`config.mk`:
```
export PLATFORM = sky130hd
export DESIGN_NAME = wdcm_top
export DESIGN_NICKNAME = d
export VERILOG_FILES = /design/src/core/wdcm_pkg.sv /design/src/core/wdcm_tick_if.sv /design/src/core/wdcm_top.sv /design/src/core/wdcm_clkmon.sv /design/src/core/wdcm_idle_timer.sv
export SDC_FILE = /design/constraint.sdc
export NUM_CORES = 1
export LEC_CHECK = 0
export BUFFER_PORTS_ARGS = -buffer_cell sky130_fd_sc_hd__buf_4
export CAP_MARGIN = 20
export CELL_PAD_IN_SITES_DETAIL_PLACEMENT = 0
export CELL_PAD_IN_SITES_GLOBAL_PLACEMENT = 1
export CORE_MARGIN = 2
export CORE_UTILIZATION = 30
export DETAILED_ROUTE_END_ITERATION = 8
export PLACE_DENSITY = 0.53
export SETUP_SLACK_MARGIN = 0.5
export SYNTH_ARGS = -nofsm -noshare
export SYNTH_HDL_FRONTEND = slang
export SYNTH_HIERARCHICAL = 1
export SYNTH_SLANG_ARGS = --single-unit
```
`constraint.sdc`:
```
create_clock -name core_clk -period 2.3 [get_ports core_clk]
set_input_delay 0.115 -clock core_clk [delete_from_list [all_inputs] [get_ports core_clk]]
set_output_delay 0.115 -clock core_clk [all_outputs]
set_load 0.01 [all_outputs]
```
`src/core/wdcm_pkg.sv`:
```
package wdcm_pkg;
	localparam int          WCNT_W        = 17;
	localparam int          SEL_HI        = 7;
	localparam int          SEL_LO        = 6;
	localparam int          KEY_HI        = 5;
	localparam int          KEY_LO        = 1;
	localparam int          CM_BIT        = 0;
	localparam logic [4:0]  SVC_KEY       = 5'h0C;
	localparam logic [4:0]  KEY_READ      = 5'h00;
	localparam logic [1:0]  SEL_RST       = 2'h3;
	localparam logic        CM_EN_RST     = 1'b1;
	localparam logic [16:0] LOWER_LIM     = 17'h00800;
	localparam logic [16:0] UPPER_BASE    = 17'h02000;
	localparam logic [16:0] WCNT_ONE      = 17'h00001;
	localparam logic [4:0]  FAULT_HOLD    = 5'h18;
	localparam logic [4:0]  CM_REL_TICKS  = 5'h10;
	localparam int          CLK_FREQ_HZ   = 40_000_000;
	localparam int          CM_LIMIT_US   = 1000;
	localparam int          CM_LIMIT_CYC  = CLK_FREQ_HZ / 1_000_000 * CM_LIMIT_US;
	localparam int          CM_CNT_W      = 16;
	localparam int          IT_W          = 17;
	localparam logic [24:0] IT_BITS       = {5'h10, 5'h05, 5'h04, 5'h03, 5'h02};

	typedef enum logic [3:0] {
		ST_RUN   = 4'h1,
		ST_DRIVE = 4'h2,
		ST_HOLD  = 4'h4,
		ST_REL   = 4'h8
	} wdcm_state_t;
endpackage

```
`src/core/wdcm_tick_if.sv`:
```
`timescale 1ns/100ps
`default_nettype none
interface wdcm_tick_if;
	logic tick;
	logic cm_en;
	logic cm_err;
	modport top (output tick, output cm_en, input cm_err);
	modport mon (input tick, input cm_en, output cm_err);
	modport tmr (input tick);
endinterface // wdcm_tick_if
`default_nettype wire

```
`src/core/wdcm_top.sv`:
```
`timescale 1ns/100ps
`default_nettype none
module wdcm_top #(
	parameter logic [15:0] CM_LIMIT = 16'(wdcm_pkg::CM_LIMIT_CYC)
) (
	input  wire logic       core_clk,
	input  wire logic       reset_n,
	input  wire logic       por_n,
	input  wire logic       option_wd_dis,
	input  wire logic       svc_wr_en,
	input  wire logic [7:0] svc_wr_data,
	output var  logic [7:0] svc_rd_data,
	input  wire logic       halt_mode,
	input  wire logic       idle_mode,
	input  wire logic       isp_enter,
	input  wire logic       isp_exit,
	input  wire logic       inst_clk_pin,
	input  wire logic       fault_pin_in,
	output var  logic       fault_pin_out,
	output var  logic       fault_pin_oe,
	input  wire logic [2:0] idle_sel,
	input  wire logic       idle_pend_clr,
	output var  logic       idle_tick_pending
);
	// ********************************
	// Pin synchronisers
	// ********************************
	logic ic_s1_q;
	logic ic_s2_q;
	logic ic_s3_q;
	logic pin_s1_q;
	logic pin_s2_q;

	always_ff @(posedge core_clk or negedge reset_n) begin
		if (!reset_n) begin
			ic_s1_q  <= 1'b0;
			ic_s2_q  <= 1'b0;
			ic_s3_q  <= 1'b0;
			pin_s1_q <= 1'b1;
			pin_s2_q <= 1'b1;
		end else begin
			ic_s1_q  <= inst_clk_pin;
			ic_s2_q  <= ic_s1_q;
			ic_s3_q  <= ic_s2_q;
			pin_s1_q <= fault_pin_in;
			pin_s2_q <= pin_s1_q;
		end
	end

	// ********************************
	// Timebase and submodules
	// ********************************
	wdcm_tick_if tb ();

	assign tb.tick = ic_s2_q && !ic_s3_q;

	wdcm_clkmon #(
		.LIMIT (CM_LIMIT)
	) u_clkmon (
		.core_clk (core_clk),
		.reset_n  (reset_n),
		.tb       (tb.mon)
	);

	wdcm_idle_timer u_idle (
		.core_clk          (core_clk),
		.por_n             (por_n),
		.reset_n           (reset_n),
		.tb                (tb.tmr),
		.idle_sel          (idle_sel),
		.idle_pend_clr     (idle_pend_clr),
		.idle_tick_pending (idle_tick_pending)
	);

	// ********************************
	// Mode edges
	// ********************************
	logic halt_q;
	logic idle_q;
	logic isp_q;
	logic halt_exit;
	logic idle_exit;
	logic freeze;

	// Halt and idle come from the core on this clock, so they need no synchroniser.
	always_ff @(posedge core_clk or negedge reset_n) begin
		if (!reset_n) begin
			halt_q <= 1'b0;
			idle_q <= 1'b0;
		end else begin
			halt_q <= halt_mode;
			idle_q <= idle_mode;
		end
	end

	assign halt_exit = halt_q && !halt_mode;
	assign idle_exit = idle_q && !idle_mode;
	assign freeze    = halt_mode || idle_mode;

	always_ff @(posedge core_clk or negedge reset_n) begin
		if (!reset_n) begin
			isp_q <= 1'b0;
		end else if (isp_enter) begin
			isp_q <= 1'b1;
		end else if (isp_exit) begin
			isp_q <= 1'b0;
		end
	end

	// ********************************
	// Service decode
	// ********************************
	wdcm_pkg::wdcm_state_t state_q;
	logic [16:0] wcnt_q;
	logic [16:0] upper;
	logic [1:0]  sel_q;
	logic        cm_en_q;
	logic        cfg_done_q;
	logic [4:0]  hold_q;
	logic        wd_on;
	logic        svc;
	logic        key_ok;
	logic        full_ok;
	logic        early;
	logic        svc_good;
	logic        svc_bad;
	logic        hw_svc;
	logic        timeout;

	assign wd_on    = !option_wd_dis;
	assign upper    = wdcm_pkg::UPPER_BASE << sel_q;
	assign svc      = svc_wr_en && (state_q == wdcm_pkg::ST_RUN);
	assign key_ok   = svc_wr_data[wdcm_pkg::KEY_HI:wdcm_pkg::KEY_LO] == wdcm_pkg::SVC_KEY;
	assign full_ok  = key_ok && (svc_wr_data[wdcm_pkg::SEL_HI:wdcm_pkg::SEL_LO] == sel_q)
	                  && (svc_wr_data[wdcm_pkg::CM_BIT] == cm_en_q);
	// early service, first service exempt, suppressed in boot ROM
	assign early    = cfg_done_q && !isp_q && (wcnt_q < wdcm_pkg::LOWER_LIM);
	assign svc_good = svc && (cfg_done_q ? (full_ok && !early) : key_ok);
	assign svc_bad  = svc && !svc_good;
	// halt reload, idle service, boot-ROM services
	assign hw_svc   = halt_exit || idle_exit || isp_enter || isp_exit;
	assign timeout  = tb.tick && !freeze && (wcnt_q == upper - wdcm_pkg::WCNT_ONE);

	// ********************************
	// Configuration
	// ********************************
	// reset defaults, first write with the right key locks
	always_ff @(posedge core_clk or negedge reset_n) begin
		if (!reset_n) begin
			sel_q      <= wdcm_pkg::SEL_RST;
			cm_en_q    <= wdcm_pkg::CM_EN_RST;
			cfg_done_q <= 1'b0;
		end else if (svc && !cfg_done_q && key_ok) begin
			sel_q      <= svc_wr_data[wdcm_pkg::SEL_HI:wdcm_pkg::SEL_LO];
			cm_en_q    <= svc_wr_data[wdcm_pkg::CM_BIT];
			cfg_done_q <= 1'b1;
		end
	end

	assign tb.cm_en = cm_en_q;

	// ********************************
	// Fault sequence
	// ********************************
	// drive, sense, hold, release
	always_ff @(posedge core_clk or negedge reset_n) begin
		if (!reset_n) begin
			state_q <= wdcm_pkg::ST_RUN;
			hold_q  <= 5'h00;
		end else if (!wd_on) begin
			state_q <= wdcm_pkg::ST_RUN;
			hold_q  <= 5'h00;
		end else begin
			case (state_q)
				wdcm_pkg::ST_RUN: begin
					if (svc_bad || timeout) begin
						state_q <= wdcm_pkg::ST_DRIVE;
					end
				end
				// A pin held high from outside keeps the drive on, since the hold only starts once low is sensed.
				wdcm_pkg::ST_DRIVE: begin
					hold_q <= 5'h00;
					if (!pin_s2_q) begin
						state_q <= wdcm_pkg::ST_HOLD;
					end
				end
				wdcm_pkg::ST_HOLD: begin
					hold_q <= hold_q + 5'h01;
					if (hold_q == wdcm_pkg::FAULT_HOLD - 5'h01) begin
						state_q <= wdcm_pkg::ST_REL;
					end
				end
				wdcm_pkg::ST_REL: begin
					if (pin_s2_q) begin
						state_q <= wdcm_pkg::ST_RUN;
					end
				end
				default: begin
					state_q <= wdcm_pkg::ST_RUN;
				end
			endcase
		end
	end

	// ********************************
	// Window counter
	// ********************************
	// The counter holds its value through a fault so the error cause stays visible.
	always_ff @(posedge core_clk or negedge reset_n) begin
		if (!reset_n) begin
			wcnt_q <= 17'h00000;
		end else if (!wd_on) begin
			wcnt_q <= 17'h00000;
		end else if (state_q == wdcm_pkg::ST_REL) begin
			if (pin_s2_q) begin
				wcnt_q <= 17'h00000;
			end
		end else if (state_q == wdcm_pkg::ST_RUN) begin
			if (svc_good || hw_svc) begin
				wcnt_q <= 17'h00000;
			end else if (tb.tick && !freeze && !timeout) begin
				wcnt_q <= wcnt_q + wdcm_pkg::WCNT_ONE;
			end
		end
	end

	// ********************************
	// Outputs
	// ********************************
	always_ff @(posedge core_clk or negedge reset_n) begin
		if (!reset_n) begin
			fault_pin_oe  <= 1'b0;
			fault_pin_out <= 1'b0;
			svc_rd_data   <= 8'h00;
		end else begin
			fault_pin_oe  <= wd_on && ((state_q == wdcm_pkg::ST_DRIVE) ||
			                 (state_q == wdcm_pkg::ST_HOLD) || tb.cm_err);
			fault_pin_out <= 1'b0;
			svc_rd_data   <= {sel_q, wdcm_pkg::KEY_READ, cm_en_q};
		end
	end
endmodule // wdcm_top
`default_nettype wire

```
`src/core/wdcm_clkmon.sv`:
```
`timescale 1ns/100ps
`default_nettype none
module wdcm_clkmon #(
	parameter logic [15:0] LIMIT = 16'(wdcm_pkg::CM_LIMIT_CYC)
) (
	input  wire logic   core_clk,
	input  wire logic   reset_n,
	wdcm_tick_if.mon    tb
);
	logic [15:0] gap_q;
	logic [4:0]  rel_q;
	logic        err_q;

	assign tb.cm_err = err_q;

	// The gap limit sits between the 5 kHz and 10 Hz tick periods.
	// tick gap count
	always_ff @(posedge core_clk or negedge reset_n) begin
		if (!reset_n) begin
			gap_q <= 16'h0000;
		end else if (tb.tick) begin
			gap_q <= 16'h0000;
		end else if (gap_q != LIMIT) begin
			gap_q <= gap_q + 16'h0001;
		end
	end

	always_ff @(posedge core_clk or negedge reset_n) begin
		if (!reset_n) begin
			err_q <= 1'b0;
			rel_q <= 5'h00;
		end else if (!tb.cm_en) begin
			err_q <= 1'b0;
			rel_q <= 5'h00;
		end else if (gap_q == LIMIT) begin
			err_q <= 1'b1;
			rel_q <= 5'h00;
		end else if (err_q && tb.tick) begin
			if (rel_q == wdcm_pkg::CM_REL_TICKS - 5'h01) begin
				err_q <= 1'b0;
				rel_q <= 5'h00;
			end else begin
				rel_q <= rel_q + 5'h01;
			end
		end
	end
endmodule // wdcm_clkmon
`default_nettype wire

```
`src/core/wdcm_idle_timer.sv`:
```
`timescale 1ns/100ps
`default_nettype none
module wdcm_idle_timer (
	input  wire logic       core_clk,
	input  wire logic       por_n,
	input  wire logic       reset_n,
	wdcm_tick_if.tmr        tb,
	input  wire logic [2:0] idle_sel,
	input  wire logic       idle_pend_clr,
	output var  logic       idle_tick_pending
);
	logic [16:0] cnt_q;
	logic [4:0]  bit_idx;
	logic        sel_bit;
	logic        sel_bit_q;

	always_comb begin
		bit_idx = wdcm_pkg::IT_BITS[4:0];
		if (idle_sel < 3'h5) begin
			bit_idx = wdcm_pkg::IT_BITS[5 * idle_sel +: 5];
		end
	end
	assign sel_bit = cnt_q[bit_idx];

	// The counter only sees power-on reset so software can keep sync across resets.
	always_ff @(posedge core_clk or negedge por_n) begin
		if (!por_n) begin
			cnt_q     <= 17'h00000;
			sel_bit_q <= 1'b0;
		end else begin
			sel_bit_q <= sel_bit;
			if (tb.tick) begin
				cnt_q <= cnt_q + 17'h00001;
			end
		end
	end

	always_ff @(posedge core_clk or negedge reset_n) begin
		if (!reset_n) begin
			idle_tick_pending <= 1'b0;
		end else if (sel_bit != sel_bit_q) begin
			idle_tick_pending <= 1'b1;
		end else if (idle_pend_clr) begin
			idle_tick_pending <= 1'b0;
		end
	end
endmodule // wdcm_idle_timer
`default_nettype wire

```
==> flow_metrics.py, run 1 <==
metrics = {
    "placement": {
        "dp_hpwl_mm": 6.57,
        "placedCellCount": 615,
        "gp_congestion": 0.706,
        "port_buffers": 27,
        "placedInstanceArea_um2": 4720,
    },
    "drt": {
        "drc": 0,
        "drtIter0Drc": 137,
        "wl_per_cell_um": 15.3,
        "vias_per_cell": 5.12,
        "ant_nets": 0,
        "via_count": 3366,
        "first_pass_iters": 4,
        "wirelength_mm": 10.1,
    },
    "clock_network": {
        "clk_pin_slew_ns": 0.07,
        "cts_sinks": 83,
        "clk_path_buf_depth": 2,
        "cts_tree": "done",
        "clockRootBuffer": "clkbuf_16",
        "htreeDepth": 3,
        "cts_buffers": 9,
        "insertion_delay_ns": 0.35,
    },
    "layout": {
        "drive_gt1_share_pct": 25.1,
        "layout.nets": 503,
        "antenna_cells": 0,
        "most-common-layout-cells": "74 x dfrtp_1, 48 x buf_4, 25 x nand2_1",
        "stdcell_count": 658,
        "final_area_um2": 5440,
        "synthToLayoutAreaGrowth_pct": 25.6,
        "final_util_pct": 38.9,
        "layout_commonest_cell": "dfrtp_1",
        "fillers": 1407,
    },
    "synth": {
        "ys_seq_area_share_pct": 48.1,
        "postSynthCellCount": 413,
        "synth.cell_area_um2": 4330,
        "yosysUniqueCellTypes": 70,
        "synth_edf_count": 0,
        "yosysWarningCount": 6,
        "ys_ff_latch": 83,
        "postSynth.asyncResetShare_pct": 100,
        "synthFlopType": "dfrtp_1",
        "synth_area_per_cell_um2": 10.5,
    },
    "timing": {
        "finalMaxSlewViolations": 0,
        "fin_crit_ns": 2.03,
        "fmax_ghz": 0.493,
        "fin_skew_ns": 0.00905,
        "slew-limit-headroom_pct": 43.2,
        "finalHoldViolCount": 0,
        "rsz0062_at_grt": "true",
        "min_period_over_period_pct": 88.2,
        "worst_pin_slew_ns": 0.852,
        "setup_tns_ns": 0,
        "setup_violations": 0,
    },
    "floorplan": {
        "coreArea_um2": 14000,
        "rows": 43,
        "start_util_pct": 31.0,
        "dieArea_um2": 15400,
        "fp.dieW_um": 124,
        "die_y_um": 124,
        "io_pins": 34,
    },
    "critical_path": {
        "cp.arrival_ns": 2.32,
        "crit_family": "simple AND/OR/NAND/NOR gates",
        "required_ns": 2.59,
        "crit_slowest_cell": "or4_1",
        "cp-end-kind": "flip-flop",
        "crit_start": "state_q[3]",
        "slowest_delay_ns": 0.47,
        "timing.rr.start": "state_q[3]",
        "worstSetupPathType": "flip-flop to flip-flop",
        "worst-path-buf-inv": 2,
        "start_kind": "flip-flop",
        "path_cells": "buf_4 > nor4b_4 > nor4_2 > o31ai_4 > buf_4 > or4_1 > nand2_1",
        "path_max_fanout": 7,
        "path_common_cell": "buf_4",
    },
    "power": {
        "power.density_nw_per_um2": 667,
        "peakVddDrop_uv": 435,
        "leakagePower_nw": 2.32,
    },
    "grt": {
        "grt_usage_pct": 14.1,
        "grt_pass1_wl_mm": 16.8,
        "grt_max_degree": 66,
        "antenna_found_initial": 0,
        "grt_pass1_vias": 3413,
        "grt-ovfl-total": 0,
    },
    "worst_hold_path": {
        "min_from": "option_wd_dis",
        "worst_hold_path_type": "input port to flip-flop",
    },
    "run_status": {
        "outcome": "completed",
    },
    "flow_run": {
        "cap_viol_max_count": 0,
    },
}
registers in the layout (all words and copies together) (netlist names), 2 cells and up:
signal	count
u_idle/cnt_q	17
wcnt_q	17
u_clkmon/gap_q	16
hold_q	5
u_clkmon/rel_q	5
state_q	4
svc_rd_data	3
sel_q	2
kinds of logic (layout without fill, tap and decap cells):
| kind of cell | Yosys count | in the layout | share of synthesized area, % |
|---|---|---|---|
| fa+ha+maj | 6 | 6 | 1.73 |
| simple gates | 182 | 183 | 25.7 |
| other cells | 1 | 6 | 0.0866 |
| flops | 83 | 83 | 48.1 |
| xor+xnor | 26 | 26 | 5.26 |
| buf+inv | 29 | 88 | 3.75 |
| mux | 12 | 12 | 3.18 |
| compound gates | 74 | 74 | 12.2 |
Yosys cell counts (4+ instances only):
cell	instances	area share [%]
or4_1	5	0.87
a21oi_1	11	1.3
inv_1	11	0.95
nand3_1	27	3.1
o31ai_1	12	2.1
nor2_1	26	2.3
and3_1	12	1.7
dfrtp_1	77	44
nor3_1	10	1.2
nor4_1	7	1.0
dfstp_2	6	3.6
or3_1	5	0.72
o21ai_0	14	1.6
nor2b_1	9	1.3
nor3b_1	6	1.0
o41ai_1	5	1.0
buf_4	7	1.2
mux2_2	7	1.8
nand2_1	25	2.2
xor2_1	14	2.8
nand2b_1	4	0.58
ha_1	6	1.7
nor4b_1	5	1.0
o211ai_1	9	1.6
nand4_1	14	2.0
xnor2_1	12	2.4
power breakdown:
group / switching [mW] / internal [mW]
Sequential: 0.129 / 1.56
Clock: 0.595 / 0.893
Combinational: 0.222 / 0.227
through the flow:
stage | hold slack, ns | setup WS [ns] | total power [mW]
after global routing | 0.0160 | 0.173 | 3.81
after floorplan | -0.181 | 0.323 | 1.96
after global placement | 0.00367 | 0.196 | 2.10
after detailed placement | 0.00890 | 0.0845 | 2.11
final | 0.0138 | 0.271 | 3.63
after CTS | 0.00276 | 0.284 | 3.67
metal layers:
metal	share of wire, %	vias to the layer above	wire length [um]	GRT usage (%)
met5	0	-	0	0
met2	46	42	4680	22.4
met3	3.9	10	398	4.08
met1	49	1664	4900	18.8
li1	-	1650	-	-
met4	1.1	0	107	4.07
area by class of cell:
class                           instances  area [um^2]  area share, %
Clock inverter                          4         50.0          0.920
Inverter                               11         41.3          0.759
Timing Repair Buffer                   62          513           9.43
Multi-Input combinational cell        307         2270           41.7
Clock buffer                           11          253           4.64
Tap cell                              180          225           4.14
Sequential cell                        83         2090           38.4
final timing paths:
kind,to,slack [ns],cells after the start
worst max-delay path,wcnt_q[11],0.27,7
worst min-delay path,fault_pin_oe,0.01,2
worst max register to register,wcnt_q[11],0.27,7
worst min register to register,pin_s2_q,0.36,0
max in group asynchronous,state_q[3],1.28,2
min in group asynchronous,u_idle/cnt_q[2],0.18,2
what timing repair did:
action	CTS	global route
hold endpoints to repair	82	0
gates resized for setup	13	29
buffers inserted	17	3
gates cloned	1	0
endpoints found under the setup margin	21	31
hold buffers	7	0
pin swaps	12	9
(Power assumes the default switching activity.)
==> inputs of run 2 (changes only) <==
--- a/config.mk
+++ b/config.mk
@@ -5,6 +5,7 @@
 export SDC_FILE = /design/constraint.sdc
 export NUM_CORES = 1
 export LEC_CHECK = 0
+export ABC_AREA = 1
 export BUFFER_PORTS_ARGS = -buffer_cell sky130_fd_sc_hd__buf_4
 export CAP_MARGIN = 20
 export CELL_PAD_IN_SITES_DETAIL_PLACEMENT = 0
@@ -12,7 +13,7 @@
 export CORE_MARGIN = 2
 export CORE_UTILIZATION = 30
 export DETAILED_ROUTE_END_ITERATION = 8
-export PLACE_DENSITY = 0.53
+export PLACE_DENSITY = 0.56
 export SETUP_SLACK_MARGIN = 0.5
 export SYNTH_ARGS = -nofsm -noshare
 export SYNTH_HDL_FRONTEND = slang
==> run 2 against run 1 <==
- clock power rose by 4%
- final area up 2.9%
- die area is 6.8% higher
- critical endpoint is now wcnt_q[9]
- largest power group unchanged
==> flow_metrics.py, run 2 <==
metrics = {
    "placement": {
        "placedInstanceArea_um2": 5010,
        "post-place-ws_ns": 0.389,
        "dp_hpwl_mm": 6.99,
        "port_buffers": 27,
        "placedCellCount": 794,
        "gp_congestion": 0.763,
    },
    "clock_network": {
        "cts_sinks": 83,
        "insertion_delay_ns": 0.35,
        "cts_buffers": 9,
        "clockRootBuffer": "clkbuf_16",
        "clk_pin_slew_ns": 0.06,
        "cts_tree": "done",
        "htreeDepth": 3,
        "clk_path_buf_depth": 2,
    },
    "synth": {
        "yosysTopAreaCellShare_pct": 41.6,
        "synth_fa_ha_area_share_pct": 1.62,
        "yosysUniqueCellTypes": 43,
        "ys_ff_latch": 83,
        "synth_common_cells": "152 x nand2_1, 83 x inv_1, 77 x dfrtp_1",
        "postSynth.asyncResetShare_pct": 100,
        "synth_area_per_cell_um2": 7.94,
        "synth_area_leaders": "dfrtp_1 42%, nand2_1 12%, inv_1 6.7%",
        "yosysTopAreaCell": "dfrtp_1",
        "synth-compound-area-share_pct": 6.29,
        "synth.cell_area_um2": 4640,
        "synth_top_family_by_area": "simple AND/OR/NAND/NOR gates",
        "synthFlopType": "dfrtp_1",
        "synth_most_common_cell": "nand2_1",
        "ys_seq_area_share_pct": 45.0,
        "postSynthCellCount": 584,
        "yosysWarningCount": 6,
        "synthXorXnorAreaFrac_pct": 5.67,
        "synth_simple_gate_area_share_pct": 32.0,
        "synthMuxAreaShare_pct": 0.243,
        "synth_edf_count": 0,
    },
    "timing": {
        "holdWs_ns": 0.0236,
        "setup_violations": 0,
        "finalWorstSetupSlack_ns": 0.520,
        "finalMaxSlewViolations": 0,
        "setup_tns_ns": 0,
        "finalHoldViolCount": 0,
        "rsz0062_at_grt": "true",
        "min_period_over_period_pct": 77.4,
        "fmax_ghz": 0.562,
        "fin_skew_ns": 0.00656,
        "fin_crit_ns": 1.78,
        "worst_pin_slew_ns": 0.851,
        "slew-limit-headroom_pct": 43.3,
    },
    "critical_path": {
        "path_max_fanout": 7,
        "start_kind": "flip-flop",
        "required_ns": 2.57,
        "r2r_cells": 9,
        "worstSetupPathType": "flip-flop to flip-flop",
        "cp.arrival_ns": 2.05,
        "cp-end-kind": "flip-flop",
    },
    "grt": {
        "grt-ovfl-total": 0,
        "grt_max_degree": 66,
        "grt_pass1_vias": 3617,
        "grt_pass1_wl_mm": 17.4,
        "grt_usage_pct": 13.5,
        "antenna_found_initial": 0,
    },
    "power": {
        "combPwrFrac_pct": 17.1,
        "peakVddDrop_uv": 326,
        "clkPwrFrac_pct": 39.7,
        "power.density_nw_per_um2": 696,
        "power_mw": 3.90,
        "leakagePower_nw": 2.72,
        "power.switching_mw": 1.14,
        "sequentialPowerShare_pct": 43.3,
        "swShare_pct": 29.3,
        "p_int_mw": 2.76,
    },
    "worst_hold_path": {
        "worst_hold_path_type": "input port to flip-flop",
        "whs_path_depth": 3,
    },
    "layout": {
        "antenna_cells": 0,
        "reg.largest.list": "u_idle/cnt_q x17, wcnt_q x17, u_clkmon/gap_q x16",
        "layout.nets": 669,
        "drive_gt1_share_pct": 19.2,
        "final_area_um2": 5600,
        "layout_commonest_cell": "nand2_1",
        "final_util_pct": 37.0,
        "most-common-layout-cells": "146 x nand2_1, 80 x inv_1, 77 x dfrtp_1",
        "stdcell_count": 833,
        "synthToLayoutAreaGrowth_pct": 20.8,
    },
    "drt": {
        "first_pass_iters": 4,
        "wirelength_mm": 10.3,
        "wl_per_cell_um": 12.4,
        "drc": 0,
        "vias_per_cell": 4.47,
        "ant_nets": 0,
        "drtIter0Drc": 208,
        "via_count": 3723,
    },
    "floorplan": {
        "dieArea_um2": 16500,
        "start_util_pct": 30.6,
        "die_y_um": 128,
        "coreArea_um2": 15100,
        "io_pins": 34,
        "fp.dieW_um": 128,
        "rows": 45,
    },
    "run_status": {
        "outcome": "completed",
    },
    "flow_run": {
        "cap_viol_max_count": 0,
    },
}
-- run 2: cell types whose count changed in the layout (fill, tap and decap cells not counted), sizes merged, moves of 9 or more --
cell / previous run / this run
and3: 12 / 0
buf: 55 / 41
inv: 11 / 86
mux2: 11 / 1
nand2: 25 / 163
nand3: 28 / 41
nor2: 26 / 80
nor2b: 9 / 0
o211ai: 10 / 0
o21ai: 14 / 29
o31ai: 13 / 1
xor2: 14 / 24
-- run 2: repair_timing --
item,in CTS,in global routing
endpoints found under the setup margin,17,26
setup buffers,2,9
cloned,1,3
resized for setup,5,16
pin swaps,1,12
hold buffers,8,0
hold endpoints to repair,82,0
-- run 2: metal layers --
metal  track usage (%)  wire length (um)
met1              18.6              5350
met2              20.3              4440
met3              2.17               317
met4              7.11               237
met5                 0                 0
-- run 2: final cells by class --
class,count,area [um^2]
repair buffers,49,389
well taps,188,235
inverters,87,329
clock buffers,13,270
multi-input cells,410,2240
clock inverters,3,46.3
flip-flops and latches,83,2080
fillers,1568,9550
-- run 2: path summary, 6_finish.rpt --
kind                                startpoint              end  slack (ns)
worst max register to register       wcnt_q[0]        wcnt_q[9]        0.52
min in group asynchronous                por_n  u_idle/cnt_q[2]        0.17
worst min-delay path            svc_wr_data[6]         sel_q[0]        0.02
max in group asynchronous              reset_n        wcnt_q[4]        1.32
worst min register to register         ic_s1_q          ic_s2_q        0.36
worst max-delay path                 wcnt_q[0]        wcnt_q[9]        0.52
-- run 2: critical path, cell delays in order, from the launching register on --
cell and delay (ns):
dfrtp_1 0.38, ha_2 0.21, nand3_1 0.12, nor2_4 0.13
nand3_1 0.13, o21bai_2 0.20, nand3_4 0.21, nand2_4 0.19
nand2_1 0.08, o21ai_2 0.06
-- run 2: power by group through the flow --
stage	Sequential (mW)	Combinational (mW)	Clock (mW)
after floorplan	1.70	0.421	0
after global routing	1.71	0.766	1.67
after detailed placement	1.71	0.558	0
after global placement	1.71	0.554	0
final	1.69	0.665	1.55
after CTS	1.69	0.622	1.61
-- run 2: cells by family (layout without fill, tap and decap cells) --
family | count (synthesis) | count (layout)
simple gates | 319 | 322
mux | 1 | 1
fa+ha+maj | 6 | 6
xor+xnor | 30 | 30
flops | 83 | 83
compound gates | 45 | 45
other cells | 1 | 6
buf+inv | 99 | 152
